<file path="src/include/iox_pkg.sv">
// constants, types and carriers of the two-wire eight-bit port expander
// assumes a 25 MHz core clock that samples every pin through a synchroniser
package iox_pkg;

  // core clock and interrupt timing
  localparam int CLK_PERIOD_NS = 40;
  localparam int T_IV_NS       = 4000;
  localparam int ALERT_MAX_CYC = T_IV_NS / CLK_PERIOD_NS;

  // fixed upper five bits of the seven-bit slave address (0x70 >> 2)
  localparam logic [4:0] ADDR_FIXED = 5'h1c;

  // command byte low bits select the register
  localparam logic [1:0] CMD_INPUT  = 2'h0;
  localparam logic [1:0] CMD_OUTPUT = 2'h1;
  localparam logic [1:0] CMD_INVERT = 2'h2;
  localparam logic [1:0] CMD_DIR    = 2'h3;

  // register reset values (direction bit high means input)
  localparam logic [7:0] DIR_RST = 8'hff;
  localparam logic [7:0] OUT_RST = 8'hff;
  localparam logic [7:0] INV_RST = 8'h00;
  localparam logic [7:0] IN_RST  = 8'h00;
  localparam logic [1:0] CMD_RST = 2'h0;

  // bit counter and priming counter end values
  localparam logic [2:0] LAST_BIT  = 3'h7;
  localparam logic [1:0] PRIME_END = 2'h3;

  // pins that cross into the core clock domain
  typedef struct packed {
    logic       scl;
    logic       sda;
    logic       sel_hi;
    logic       sel_lo;
    logic [7:0] port;
  } iox_pins_t;

  localparam int PINS_W = $bits(iox_pins_t);

  // serial bus slot tracker
  typedef enum {
    ST_IDLE,
    ST_ADDR,
    ST_AACK,
    ST_CMD,
    ST_CACK,
    ST_WDATA,
    ST_WACK,
    ST_RDATA,
    ST_RACK
  } iox_state_t;

endpackage

</file>
<file path="src/logic/iox_sync.sv">
// two-flop synchroniser for a group of asynchronous pin levels
// assumes the clock enable stays high for the pins to be followed
`timescale 1ns/1ps
module iox_sync #(
  parameter int W = 1
) (
  // clock, reset and enable
  input  wire logic         i_clk,
  input  wire logic         i_arst_n,
  input  wire logic         i_ce,
  // levels
  input  wire logic [W-1:0] i_async,
  output logic      [W-1:0] o_sync
);

  logic [W-1:0] meta_r;
  logic [W-1:0] sync_r;

  // first stage feeds only the second stage
  always_ff @(posedge i_clk or negedge i_arst_n) begin
    if (!i_arst_n) begin
      meta_r <= '0;
      sync_r <= '0;
    end else if (i_ce) begin
      meta_r <= i_async;
      sync_r <= meta_r;
    end
  end

  assign o_sync = sync_r;

endmodule

</file>
<file path="src/logic/iox_top.sv">
// eight-bit port expander: two-wire slave, four registers, change alert
// assumes scl, sda and port pins are asynchronous and reach the core via iox_sync
//
// Overview of operation
// - alert while any input differs from latch
// - slave address from fixed bits plus pins
// - reset pin restores registers and bus state
// - power-on reset equals reset pin effect
// - four eight-bit registers, one bit per pin
// - all pins inputs after power-up
// - direction register bit sets pin direction
// - input latch captures; outputs from output register
// - invert mask flips captured input bits
// - every register readable over the bus
// - alert clears on match or input read
// - output pins and foreign traffic never alert
// - respond to 0x70 plus select pins
// - command byte kept for later reads
`timescale 1ns/1ps
module iox_top
  import iox_pkg::*;
(
  // clock, reset, enable
  input  wire logic       I_REF_CLK,
  input  wire logic       I_ARST_N,
  input  wire logic       I_CE,
  // serial bus
  input  wire logic       I_SCL,
  input  wire logic       I_SDA,
  output logic            O_SDA,
  output logic            O_SDA_OE_N,
  // address select straps
  input  wire logic       I_ADDR_SEL_LO,
  input  wire logic       I_ADDR_SEL_HI,
  // port pins
  input  wire logic [7:0] I_PORT_PINS,
  output logic      [7:0] O_PORT_PINS,
  output logic      [7:0] O_PORT_PINS_OE_N,
  // open-drain change alert
  output logic            O_ALERT,
  output logic            O_ALERT_OE_N
);

  iox_pins_t  pins_a;
  iox_pins_t  pins_s;
  iox_state_t state_r;
  logic [2:0] bit_cnt_r;
  logic [7:0] shift_r;
  logic [7:0] tx_r;
  logic       rw_r;
  logic [1:0] cmd_r;
  logic [7:0] pin_direction_r;
  logic [7:0] pin_output_value_r;
  logic [7:0] input_invert_mask_r;
  logic [7:0] pin_input_value_r;
  logic [1:0] prime_r;
  logic       scl_d_r;
  logic       sda_d_r;
  logic       sda_oe_n_r;
  logic       alert_oe_n_r;
  logic       scl_rise;
  logic       scl_fall;
  logic       bus_start;
  logic       bus_stop;
  logic [7:0] live_in;
  logic [7:0] change;
  logic       read_load;
  logic       in_capture;
  logic       wr_commit;
  logic       primed;

  // register selected by the stored command
  function automatic logic [7:0] read_sel(input logic [1:0] cmd, input logic [7:0] live);
    case (cmd)
      CMD_INPUT:  read_sel = live;
      CMD_OUTPUT: read_sel = pin_output_value_r;
      CMD_INVERT: read_sel = input_invert_mask_r;
      default:    read_sel = pin_direction_r;
    endcase
  endfunction

  assign pins_a = '{scl: I_SCL, sda: I_SDA, sel_hi: I_ADDR_SEL_HI, sel_lo: I_ADDR_SEL_LO,
                    port: I_PORT_PINS};

  iox_sync #(
    .W (PINS_W)
  ) u_sync (
    .i_clk    (I_REF_CLK),
    .i_arst_n (I_ARST_N),
    .i_ce     (I_CE),
    .i_async  (pins_a),
    .o_sync   (pins_s)
  );

  // delayed copies of bus lines for edge and condition detection
  always_ff @(posedge I_REF_CLK or negedge I_ARST_N) begin
    if (!I_ARST_N) begin
      scl_d_r <= 1'b1;
      sda_d_r <= 1'b1;
    end else if (I_CE) begin
      scl_d_r <= pins_s.scl;
      sda_d_r <= pins_s.sda;
    end
  end

  // synchroniser resets low, below the idle bus level: mask edges until primed
  assign primed    = (prime_r == PRIME_END);
  assign scl_rise  = pins_s.scl & ~scl_d_r & primed;
  assign scl_fall  = ~pins_s.scl & scl_d_r & primed;
  assign bus_start = pins_s.scl & scl_d_r & sda_d_r & ~pins_s.sda & primed;
  assign bus_stop  = pins_s.scl & scl_d_r & ~sda_d_r & pins_s.sda & primed;

  // live pin levels through the invert mask
  assign live_in    = pins_s.port ^ input_invert_mask_r;
  // tx byte loads at the rising edge of our ack or the master's ack
  assign read_load  = scl_rise & (((state_r == ST_AACK) & rw_r) |
                                  ((state_r == ST_RACK) & ~pins_s.sda));
  assign in_capture = read_load & (cmd_r == CMD_INPUT);
  assign wr_commit  = scl_rise & (state_r == ST_WDATA) & (bit_cnt_r == LAST_BIT);

  // bus slot tracker, reset by the single reset input
  always_ff @(posedge I_REF_CLK or negedge I_ARST_N) begin
    if (!I_ARST_N) begin
      state_r   <= ST_IDLE;
      bit_cnt_r <= 3'h0;
      shift_r   <= 8'h00;
      rw_r      <= 1'b0;
    end else if (I_CE) begin
      if (bus_start) begin
        state_r   <= ST_ADDR;
        bit_cnt_r <= 3'h0;
      end else if (bus_stop) begin
        state_r <= ST_IDLE;
      end else if (scl_rise) begin
        case (state_r)
          ST_ADDR: begin
            shift_r   <= {shift_r[6:0], pins_s.sda};
            bit_cnt_r <= bit_cnt_r + 3'h1;
            // address compare; foreign traffic goes idle
            if (bit_cnt_r == LAST_BIT) begin
              if (shift_r[6:0] == {ADDR_FIXED, pins_s.sel_hi, pins_s.sel_lo}) begin
                state_r <= ST_AACK;
                rw_r    <= pins_s.sda;
              end else begin
                state_r <= ST_IDLE;
              end
            end
          end
          ST_AACK: begin
            bit_cnt_r <= 3'h0;
            state_r   <= rw_r ? ST_RDATA : ST_CMD;
          end
          ST_CMD, ST_WDATA: begin
            shift_r   <= {shift_r[6:0], pins_s.sda};
            bit_cnt_r <= bit_cnt_r + 3'h1;
            if (bit_cnt_r == LAST_BIT) begin
              state_r <= (state_r == ST_CMD) ? ST_CACK : ST_WACK;
            end
          end
          ST_CACK, ST_WACK: begin
            bit_cnt_r <= 3'h0;
            state_r   <= ST_WDATA;
          end
          ST_RDATA: begin
            bit_cnt_r <= bit_cnt_r + 3'h1;
            if (bit_cnt_r == LAST_BIT) begin
              state_r <= ST_RACK;
            end
          end
          ST_RACK: begin
            bit_cnt_r <= 3'h0;
            // a nack ends the read; wait for stop or start
            state_r   <= pins_s.sda ? ST_IDLE : ST_RDATA;
          end
          default: state_r <= ST_IDLE;
        endcase
      end
    end
  end

  // command byte kept until the next write transfer
  always_ff @(posedge I_REF_CLK or negedge I_ARST_N) begin
    if (!I_ARST_N) begin
      cmd_r <= CMD_RST;
    end else if (I_CE && scl_rise && state_r == ST_CMD && bit_cnt_r == LAST_BIT) begin
      cmd_r <= {shift_r[0], pins_s.sda}; // upper command bits are ignored
    end
  end

  // writable registers; the input register ignores writes
  always_ff @(posedge I_REF_CLK or negedge I_ARST_N) begin
    if (!I_ARST_N) begin
      pin_direction_r     <= DIR_RST;
      pin_output_value_r  <= OUT_RST;
      input_invert_mask_r <= INV_RST;
    end else if (I_CE && wr_commit) begin
      case (cmd_r)
        CMD_OUTPUT: pin_output_value_r  <= {shift_r[6:0], pins_s.sda};
        CMD_INVERT: input_invert_mask_r <= {shift_r[6:0], pins_s.sda};
        CMD_DIR:    pin_direction_r     <= {shift_r[6:0], pins_s.sda};
        default:    pin_direction_r     <= pin_direction_r;
      endcase
    end
  end

  // transmit byte, reloaded per byte so repeated reads see fresh data
  always_ff @(posedge I_REF_CLK or negedge I_ARST_N) begin
    if (!I_ARST_N) begin
      tx_r <= 8'h00;
    end else if (I_CE) begin
      if (read_load) begin
        tx_r <= read_sel(cmd_r, live_in);
      end else if (scl_rise && state_r == ST_RDATA) begin
        tx_r <= {tx_r[6:0], 1'b0};
      end
    end
  end

  // input latch: primed after reset, recaptured on input reads
  // priming waits out the synchroniser so reset does not raise a false alert
  always_ff @(posedge I_REF_CLK or negedge I_ARST_N) begin
    if (!I_ARST_N) begin
      prime_r           <= 2'h0;
      pin_input_value_r <= IN_RST;
    end else if (I_CE) begin
      if (prime_r != PRIME_END) begin
        prime_r           <= prime_r + 2'h1;
        pin_input_value_r <= live_in;
      end else if (in_capture) begin
        pin_input_value_r <= live_in;
      end
    end
  end

  // only input pins can differ from the latch
  assign change = (live_in ^ pin_input_value_r) & pin_direction_r;

  // alert follows the mismatch, so it clears on return or read
  always_ff @(posedge I_REF_CLK or negedge I_ARST_N) begin
    if (!I_ARST_N) begin
      alert_oe_n_r <= 1'b1;
    end else if (I_CE) begin
      alert_oe_n_r <= ~((prime_r == PRIME_END) & (|change));
    end
  end

  // sda driver changes after scl falls, keeping data stable while high; a start or stop releases it at once
  always_ff @(posedge I_REF_CLK or negedge I_ARST_N) begin
    if (!I_ARST_N) begin
      sda_oe_n_r <= 1'b1;
    end else if (I_CE) begin
      if (bus_start || bus_stop) begin
        sda_oe_n_r <= 1'b1;
      end else if (scl_fall) begin
        case (state_r)
          ST_AACK, ST_CACK, ST_WACK: sda_oe_n_r <= 1'b0;
          ST_RDATA:                  sda_oe_n_r <= tx_r[7];
          default:                   sda_oe_n_r <= 1'b1;
        endcase
      end
    end
  end

  // open-drain lines only ever pull low
  assign O_SDA        = 1'b0;
  assign O_ALERT      = 1'b0;
  assign O_SDA_OE_N   = sda_oe_n_r;
  assign O_ALERT_OE_N = alert_oe_n_r;
  // output driver from latched values, off for input pins
  assign O_PORT_PINS      = pin_output_value_r;
  assign O_PORT_PINS_OE_N = pin_direction_r;
endmodule

</file>
<file path="config.mk">
export PLATFORM = sky130hd
export DESIGN_NAME = iox_top
export DESIGN_NICKNAME = d
export VERILOG_FILES = /design/src/include/iox_pkg.sv /design/src/logic/iox_sync.sv /design/src/logic/iox_top.sv
export SDC_FILE = /design/constraint.sdc
export NUM_CORES = 1
export LEC_CHECK = 0
export BUFFER_PORTS_ARGS = -buffer_cell sky130_fd_sc_hd__clkbuf_2
export CAP_MARGIN = 20
export CORE_UTILIZATION = 35
export CTS_CLUSTER_SIZE = 30
export DETAILED_ROUTE_END_ITERATION = 16
export GPL_TIMING_DRIVEN = 0
export PLACE_DENSITY = 0.5
export SYNTH_ARGS = -nofsm -noshare
export SYNTH_HDL_FRONTEND = slang
export SYNTH_SLANG_ARGS = --single-unit
</file>
<file path="constraint.sdc">
create_clock -name I_REF_CLK -period 5.85 [get_ports I_REF_CLK]
set_clock_uncertainty 0.05 [all_clocks]
set_input_delay 1.17 -clock I_REF_CLK [delete_from_list [all_inputs] [get_ports I_REF_CLK]]
set_output_delay 1.17 -clock I_REF_CLK [all_outputs]
set_load 0.05 [all_outputs]
</file>
# Yosys cells after proc, flatten, opt, wreduce, memory -nomap -nowiden

Cells that the tools add are included.

Bits in registers: 115
Output and inout port bits: 20
Logic and storage cells: 126

Add/subtract/negate cells: 2
Eq/ne operators: 24
Muxes and demuxes: 23
Bitwise logic cells: 29
Reductions and logical operators: 31

Operator list:

| kind                  | number |
|---|---|
| $eq A32 B3 Y1 const B | 6 |
| $mux W32              | 6 |
| $pmux W32 S6          | 1 |
| $eq A32 B4 Y1 const B | 3 |
| $eq A32 B2 Y1 const B | 2 |
| $eq A32 B1 Y1 const B | 1 |
| $eq A32 B5 Y1 const B | 1 |
| $mux W8               | 4 |
| $pmux W8 S3           | 1 |
| $and A1 B1 Y1         | 18 |
| $xor A8 B8 Y8         | 2 |
| $mux W3               | 5 |
| $reduce_and A2 Y1     | 7 |
| $ne A4 B4 Y1 const B  | 3 |
| $reduce_and A5 Y1     | 2 |
| $and A8 B8 Y8         | 1 |
| $reduce_bool A2 Y1    | 4 |
| $reduce_or A4 Y1      | 2 |
| $reduce_or A8 Y1      | 1 |
| $eq A7 B7 Y1          | 1 |
| $not A1 Y1            | 7 |
| $reduce_and A7 Y1     | 1 |
| $eq A2 B2 Y1 const B  | 3 |
| $pmux W3 S2           | 1 |
| 16 further kinds      | 26 |

# Logic depth before layout (Yosys ltp)

Gate-level depths: netlist of the first run.

Depth in word-level cells: 7
Mapped depth: 8
Gate-level depth less buffers: 6

# Modules after synthesis

A second synthesis of the first run with hierarchy kept.

Cell total of the unflattened synthesis: 365
Area, all modules: 4416.7 sq um

Modules (own cells, without submodules):

| module   | times used | cells each | area each (sq um) | seq. area each (sq um) |
|---|---|---|---|---|
| iox_top  | 1          | 314        | 3419.5            | 1601.5 |
| iox_sync | 1          | 51         | 997.2             | 600.6 |

# Worst setup path after synthesis of the first run

No wires, ideal clock.

Path type: input -> register
From: input port I_CE
To: register input_invert_mask_r[0]
Data arrival time: 2290 ps
Data required time: 5675 ps
Slack: 3386 ps
Stages: 5
Buffers on the path: 0
Path through: and4b_1 and4_1 nand2_1 nor2_2 mux2_2

Longest elaborated chain between the ends: 2

RTL lines:

| item                               | line           | text |
|---|---|---|
| from (decl)                        | iox_top.sv:26  | `input wire logic I_CE,` |
| $logic_and A1 B1 Y1                | iox_top.sv:196 | `end else if (I_CE && wr_commit) begin` |
| $reduce_and A2 Y1 (no source line) | n/a            |  |
| to (signal assigned)               | iox_top.sv:199 | `CMD_INVERT: input_invert_mask_r <= {shift_r[6:0], pins_s.sda};` |
| to (decl)                          | iox_top.sv:54  | `logic [7:0] input_invert_mask_r;` |

Every way passes these cells.
A chain may end at the register's enable or synchronous reset.

# Worst setup path after layout of the first run

From: input port I_CE
To: register input_invert_mask_r[5]

Same word-level chain as after synthesis.

==> results by group, run 1 <==
Global route
  – Initial antenna violation count: 0
  – Grt ovf: 0
  – Total GRT Usage: between 10% and 20%
  – First-pass GRT wire length: around 16000 um
  – Largest net degree at the start of global routing: 59
  – Vias in the first global route: 2976

Synth
  – Yosys warnings: 0
  – Ys flop type: dfrtp_1
  – Mapped Cells: 365
  – Xor/xnor share of the synthesized area: under 10%
  – Simple-gate portion of the synthesized area: between 10% and 20%
  – Synthesized area: roughly 4300 um^2
  – Compound-gate portion of the synthesized area: 8.60%
  – Seq/Total Area, Yosys: between 50% and 60%
  – Largest family of logic cells by synthesized area: multiplexers
  – Post-Synth Adder-Cell Area: less than 1%
  – Mux cell area share after synthesis: 21.6%
  – Synth cell types: 48
  – Mean Syn Cell Area: 11.8 um^2
  – FF+latch count, synth: between 80 and 90
  – Fraction of registers with async set or reset after synthesis: between 90% and 100%
  – EDFF count, synth: 0

CTS
  – H-tree levels: 3
  – CTS tree: done
  – Setup bufs post-CTS: 0
  – Clock slew at the register clock pins of the worst setup and hold paths: roughly 0.060 ns
  – Hold Buf Count CTS: 0
  – Clock insertion delay at the later pin of the skew report: roughly 0.35 ns
  – Max Root-Sink Buffers: 2
  – CTS resizes: 0
  – Root Driver: clkbuf_16
  – Cts bufs inserted: 9
  – CTS Sinks: just under 90

Critical path
  – FF-to-FF Start: prime_r[0]
  – Crit path required time: ~6.0 ns
  – CP Max Fanout: 8
  – R2R cell count: 7
  – R2r setup slk: approximately 3.3 ns
  – Type of the worst setup path: in -> reg
  – Reg2reg end: input_invert_mask_r[5]
  – Crit end category: flop
  – Setup crit start kind: primary input
  – Worst EP arrival: about 2.8 ns

Routing
  – Routed via count: approximately 3000
  – Routed wire length: about 9800 um
  – Via density: approximately 5.4
  – TritonRoute pass-1 iters: 5
  – Initial drt markers: between 200 and 250
  – WL/cell: between 15 and 20 um
  – Detail Route Antenna Nets: 0
  – DRC viols: 0

Timing
  – Worst Tran Pin Value: 0.663 ns
  – Unrepaired setup endpoints after global routing: false
  – Slew HR: 54.7%
  – Fmax: 387 MHz
  – Setup violators final: 0
  – Tmin final: ~2.6 ns
  – Final period util: about 44%
  – Final hold vios: 0
  – Final Slew Violations: 0
  – Total negative slack: 0 ns

Place
  – Post-DP HPWL: ~7000 um
  – Port Buffers: 32
  – Gp weighted congestion: 0.817

Min path
  – Hold Crit Class: reg -> reg
  – Startpoint of the worst hold path: O_SDA_OE_N
  – Hold Path Depth: 2
  – Hold EP: O_SDA_OE_N

Die
  – Initial Utilization: between 30 and 40%
  – I/O pin count: 35
  – Cell Rows: 40
  – Die area: around 13000 um^2
  – Die width: about 110 um
  – CORE AREA: between 10000 and 15000 um^2
  – Die Ht: 113 um

Finish
  – Layout cells sized above 1: roughly a third
  – Layout fillers: around 1200
  – Syn-to-layout area delta: 15.3%
  – Net count, final: roughly 430
  – Area of the multi-input gates: between 1500 and 2000 um^2
  – Antenna diodes: 0
  – Seq. cell area: between 2000 and 2500 um^2

Power and ir drop
  – P_leak: roughly 2.2 nW
  – Worst vdd ir: around 0.00016 V
  – Total power: approximately 0.0015 W
  – Pwr dens: between 300 and 400 nW/um^2

Flow run
  – Max-cap viol count: 0

Run status
  – Outcome: complete, no violations
[cells by family after synthesis]
group,Yosys count
flops,87
other cells,1
xor+xnor,21
buf+inv,28
fa+ha+maj,3
compound gates,57
simple gates,84
mux,84
[power breakdown]
group	leakage [nW]	switching [W]	total (W)	internal [W]
Clock	0.141	0.000245	0.000549	0.000304
Sequential	1.05	0.0000511	0.000726	0.000675
Combinational	0.964	0.000121	0.000236	0.000114
[synthesized netlist by cell type (5+ instances only)]
master	count	area (um^2)
mux2_2	71	800
dfrtp_1	67	1680
a21oi_1	27	135
dfstp_2	20	526
xor2_1	19	166
clkbuf_1	16	60.1
nand2_1	15	56.3
nor2_1	15	56.3
mux2i_1	11	110
nor3_1	11	55.1
nand2b_1	9	56.3
a2111oi_0	8	70.1
inv_1	7	26.3
nand3b_1	7	52.6
nand4_1	5	31.3
o21ai_0	5	25.0
[through the flow]
step / setup slack, ns / instance area, um^2 / utilization (%) / instances / hold slack (ns)
final: 3.27 / 4970 / 41.4 / 562 / 0.415
after global routing: 2.98 / 4970 / 41.4 / 562 / 0.440
after CTS: 3.25 / 4970 / 41.4 / 562 / 0.420
after detailed placement: 2.89 / 4680 / 39.0 / 546 / 0.409
after global placement: 2.51 / 4650 / 38.8 / 545 / 0.407
after floorplan: 3.39 / 4310 / - / 366 / 0.398
[cell type report]
type	count	share of cell area (%)
clock buffer	11	4.89
timing repair buffer	33	3.83
multi-input combinational	251	40.2
sequential	87	44.3
buffer	21	1.76
tap	147	3.70
clock inverter	5	0.806
inverter	7	0.529
[critical path, cell delays in order]
cell,delay [ns]
clkbuf_2,0.13
and4b_1,0.30
and4_1,0.25
nand2_1,0.07
nor2_2,0.43
mux2_2,0.40
[registers in the layout, summed over array words and instances, names as in the netlist, 2 cells and up]
register             flops
O_PORT_PINS_OE_N         8
bit_cnt_r                3
cmd_r                    2
shift_r                  7
input_invert_mask_r      8
u_sync.o_sync           12
tx_r                     8
state_r                  4
O_PORT_PINS              8
u_sync.meta_r           12
prime_r                  2
pin_input_value_r        8
[cell usage in the layout (no fill, tap or decap), types with 5 or more instances in the layout]
| cell type | synthesis | layout |
|---|---|---|
| mux2_2 | 71 | 71 |
| dfrtp_1 | 67 | 67 |
| clkbuf_2 | 0 | 31 |
| a21oi_1 | 27 | 27 |
| dfstp_2 | 20 | 20 |
| xor2_1 | 19 | 19 |
| clkbuf_1 | 16 | 17 |
| nor2_1 | 15 | 15 |
| nand2_1 | 15 | 15 |
| nor3_1 | 11 | 11 |
| mux2i_1 | 11 | 11 |
| nand2b_1 | 9 | 9 |
| clkbuf_16 | 0 | 9 |
| a2111oi_0 | 8 | 8 |
| inv_1 | 7 | 7 |
| nand3b_1 | 7 | 7 |
| o21ai_0 | 5 | 5 |
| nand4_1 | 5 | 5 |
[metal layers]
| layer | wire length, um | track usage, % | share of wire, % |
|---|---|---|---|
| met1 | 4570 | 22.1 | 46 |
| met2 | 4770 | 27.8 | 48 |
| met3 | 365 | 3.59 | 3.7 |
| met4 | 136 | 6.05 | 1.4 |
| met5 | 0 | 0 | 0 |
[worst max-delay path by stage]
stage | cells past startpoint | endpoint | slack (ns) | from
finish | 6 | input_invert_mask_r[5] | 3.27 | I_CE
floorplan | 5 | input_invert_mask_r[0] | 3.39 | I_CE
global route | 8 | tx_r[7] | 2.98 | prime_r[0]
global placement | 1 | shift_r[3] | 2.51 | I_ARST_N
CTS | 4 | u_sync.o_sync[10] | 3.25 | I_CE
detailed placement | 4 | u_sync.o_sync[10] | 2.89 | I_CE
No activity file was read; power rests on OpenSTA's default activity.
==> run 2, diff against run 1 <==
==> constraint.sdc (replaced) <==
create_clock -name I_REF_CLK -period 2.45 [get_ports I_REF_CLK]
set_clock_uncertainty 0.05 [all_clocks]
set_input_delay 0.49 -clock I_REF_CLK [delete_from_list [all_inputs] [get_ports I_REF_CLK]]
set_output_delay 0.49 -clock I_REF_CLK [all_outputs]
set_load 0.05 [all_outputs]
==> results by group, run 2 (same netlist as run 1, synthesis figures left out) <==
Timing
  – Hold WS: 0.0653 ns (-0.350 ns)
  – Final WS setup: 0.121 ns (-3.15 ns)
  – Unrepaired setup endpoints after global routing: false
  – Fmax: ~430 MHz
  – Worst Tran Pin Value: 0.633 ns (-0.0292 ns)
  – Final Slew Violations: 0 (unchanged)
  – Tmin final: ~2.3 ns
  – Setup violators final: 0 (unchanged)
  – Final period util: between 90 and 100%
  – Slew HR: 57.8% (+3.1 points)
  – Final hold vios: 0 (unchanged)

Critical path
  – R2r setup slk: 0.12 ns (-3.19 ns)
  – Worst EP arrival: 2.55 ns (-0.21 ns)
  – Worst path cell trace: ha_1 -> and4b_1 -> and4_1 -> nand3_1 -> mux2_2
  – Crit path required time: 2.68 ns (-3.35 ns)
  – Buf/Inv on CP: 0 (-1)
  – Setup crit start kind: flop
  – FF-to-FF Start: prime_r[0]
  – Crit path max-delay family: simple AND/OR/NAND/NOR gates
  – CP max-delay cell: mux2_2
  – Reg2reg end: O_PORT_PINS_OE_N[3]
  – Biggest cell delay along the critical path: 0.44 ns (about the same)
  – R2R cell count: 5 (-2)
  – Type of the worst setup path: reg -> reg
  – Crit end category: flop
  – CP Max Fanout: 9 (+1)

Routing
  – DRC viols: 0 (unchanged)
  – Via density: 5.38 (-0.61%)
  – Detail Route Antenna Nets: 0 (unchanged)
  – WL/cell: 17.7 um (+1.1%)
  – Routed wire length: 9930 um (+0.89%)
  – TritonRoute pass-1 iters: 4 (-1)
  – Initial drt markers: 209 (-0.95%)
  – Routed via count: 3017 (-0.79%)

Finish
  – Most frequent cells in the layout: 71 x mux2_2, 67 x dfrtp_1, 33 x clkbuf_2, 27 x a21oi_1, 20 x dfstp_2
  – Net count, final: 427 (-0.23%)
  – Leading cell type in the layout, fill and taps excluded: mux2_2
  – Antenna diodes: 0 (unchanged)
  – Syn-to-layout area delta: 15.8%
  – Layout cells sized above 1: 36.2% (+1.1 points)

Power and ir drop
  – Clock power share: 36.4% (about the same)
  – Worst vdd ir: 0.000386 V (+140%)
  – Part of the power in combinational logic: 15.6% (about the same)
  – Pwr dens: 724 nW/um^2 (+140%)
  – Reg power frac: 48.0% (about the same)
  – P_leak: 2.17 nW (+0.28%)
  – Net Switching: 0.00100 W (+140%)
  – Switching part of the total power: 27.7% (+0.057 points)
  – Int Pwr: 0.00261 W (+140%)

Die
  – Initial Utilization: 35.9% (unchanged)
  – Die width: 113 um (unchanged)
  – CORE AREA: 12000 um^2 (unchanged)
  – Die Ht: 113 um (unchanged)
  – Die area: 12800 um^2 (unchanged)
  – I/O pin count: 35 (unchanged)
  – Cell Rows: 40 (unchanged)

Global route
  – Met1 usage: 22.1% (unchanged)
  – Gr busiest metal: met2
  – Total GRT Usage: 16.9% (about the same)
  – M3 GR Usage: 3.59% (unchanged)
  – Largest net degree at the start of global routing: 59 (unchanged)
  – Initial antenna violation count: 0 (unchanged)
  – Global routing usage on met2: 27.7% (-0.041 points)
  – Grt ovf: 0 (unchanged)
  – First-pass GRT wire length: 16300 um (about the same)
  – Vias in the first global route: 2970 (-0.20%)

CTS
  – Hold Buf Count CTS: 0 (unchanged)
  – CTS tree: done
  – Clock insertion delay at the later pin of the skew report: 0.35 ns (about the same)
  – Setup bufs post-CTS: 0 (unchanged)
  – Clock slew at the register clock pins of the worst setup and hold paths: 0.07 ns (about the same)
  – Max Root-Sink Buffers: 2 (unchanged)
  – H-tree levels: 3 (unchanged)
  – CTS Sinks: 87 (unchanged)
  – Root Driver: clkbuf_16
  – Cts bufs inserted: 9 (unchanged)

Place
  – Gp weighted congestion: 0.817 (unchanged)
  – Post-DP HPWL: 7150 um (unchanged)
  – Post-Place Worst Slack: -0.0793 ns (-2.97 ns)
  – Port Buffers: 32 (unchanged)

Min path
  – Hold Crit Class: in -> async

Run status
  – Outcome: complete, no violations

Flow run
  – Max-cap viol count: 0 (unchanged)
[run 2: changes by cell type in the layout (fill, tap and decap cells not counted), sizes merged]
cell,change
clkbuf,-1
[run 2: timing repair]
item	CTS	global route
setup endpoints to repair	18	14
gates resized for setup	3	8
pin swaps	0	0
[run 2: layout make-up]
type                    count  area, um^2
fillers                  1161        7020
flip-flops and latches     87        2200
multi-input cells         251        2020
clock buffers              11         243
repair buffers             33         190
well taps                 147         184
plain buffers              20        86.3
clock inverters             5        40.0
inverters                   7        26.3
[run 2: per-stage QoR]
step / area, um^2 / TNS, ns / instances / total power [W] / util, %
global placement: 4650 / -14.27 / 545 / 0.00230 / 38.8
detailed placement: 4680 / -0.866 / 546 / 0.00234 / 39.0
floorplan: 4310 / 0 / 366 / 0.00216 / -
global route: 4990 / 0 / 561 / 0.00380 / 41.5
finish: 4990 / 0 / 561 / 0.00361 / 41.5
CTS: 4970 / 0 / 561 / 0.00366 / 41.4
[run 2: power by group through the flow]
stage,Combinational (W),Sequential [W],Clock (W)
2_1_floorplan,0.000425,0.00173,0
3_3_place_gp,0.000546,0.00175,0
3_5_place_dp,0.000575,0.00176,0
4_1_cts,0.000577,0.00174,0.00134
5_1_grt,0.000640,0.00176,0.00140
6_report,0.000565,0.00173,0.00131
[run 2: how the worst max path moves through the flow]
stage / from / to / slack, ns / cells past startpoint
4_1_cts: prime_r[0] / tx_r[7] / 0.07 / 7
6_report: prime_r[0] / O_PORT_PINS_OE_N[3] / 0.12 / 5
5_1_grt: prime_r[0] / O_PORT_PINS_OE_N[7] / 0.01 / 5
3_3_place_gp: I_ARST_N / shift_r[3] / -0.21 / 1
3_5_place_dp: prime_r[0] / tx_r[7] / -0.08 / 8
2_1_floorplan: prime_r[0] / input_invert_mask_r[0] / 0.35 / 7
[run 2: worst reg2reg max path, delay by kind of cell (launching register included)]
kind	cells	cell delay (ns)
mux	1	0.44
flops	1	0.37
simple gates	3	1.02
fa+ha+maj	1	0.38
[run 2: routing by layer]
metal / wire length [um] / vias to the layer above
li1: - / 1408
met1: 4680 / 1539
met2: 4760 / 58
met3: 351 / 12
met4: 136 / 0
met5: 0 / -
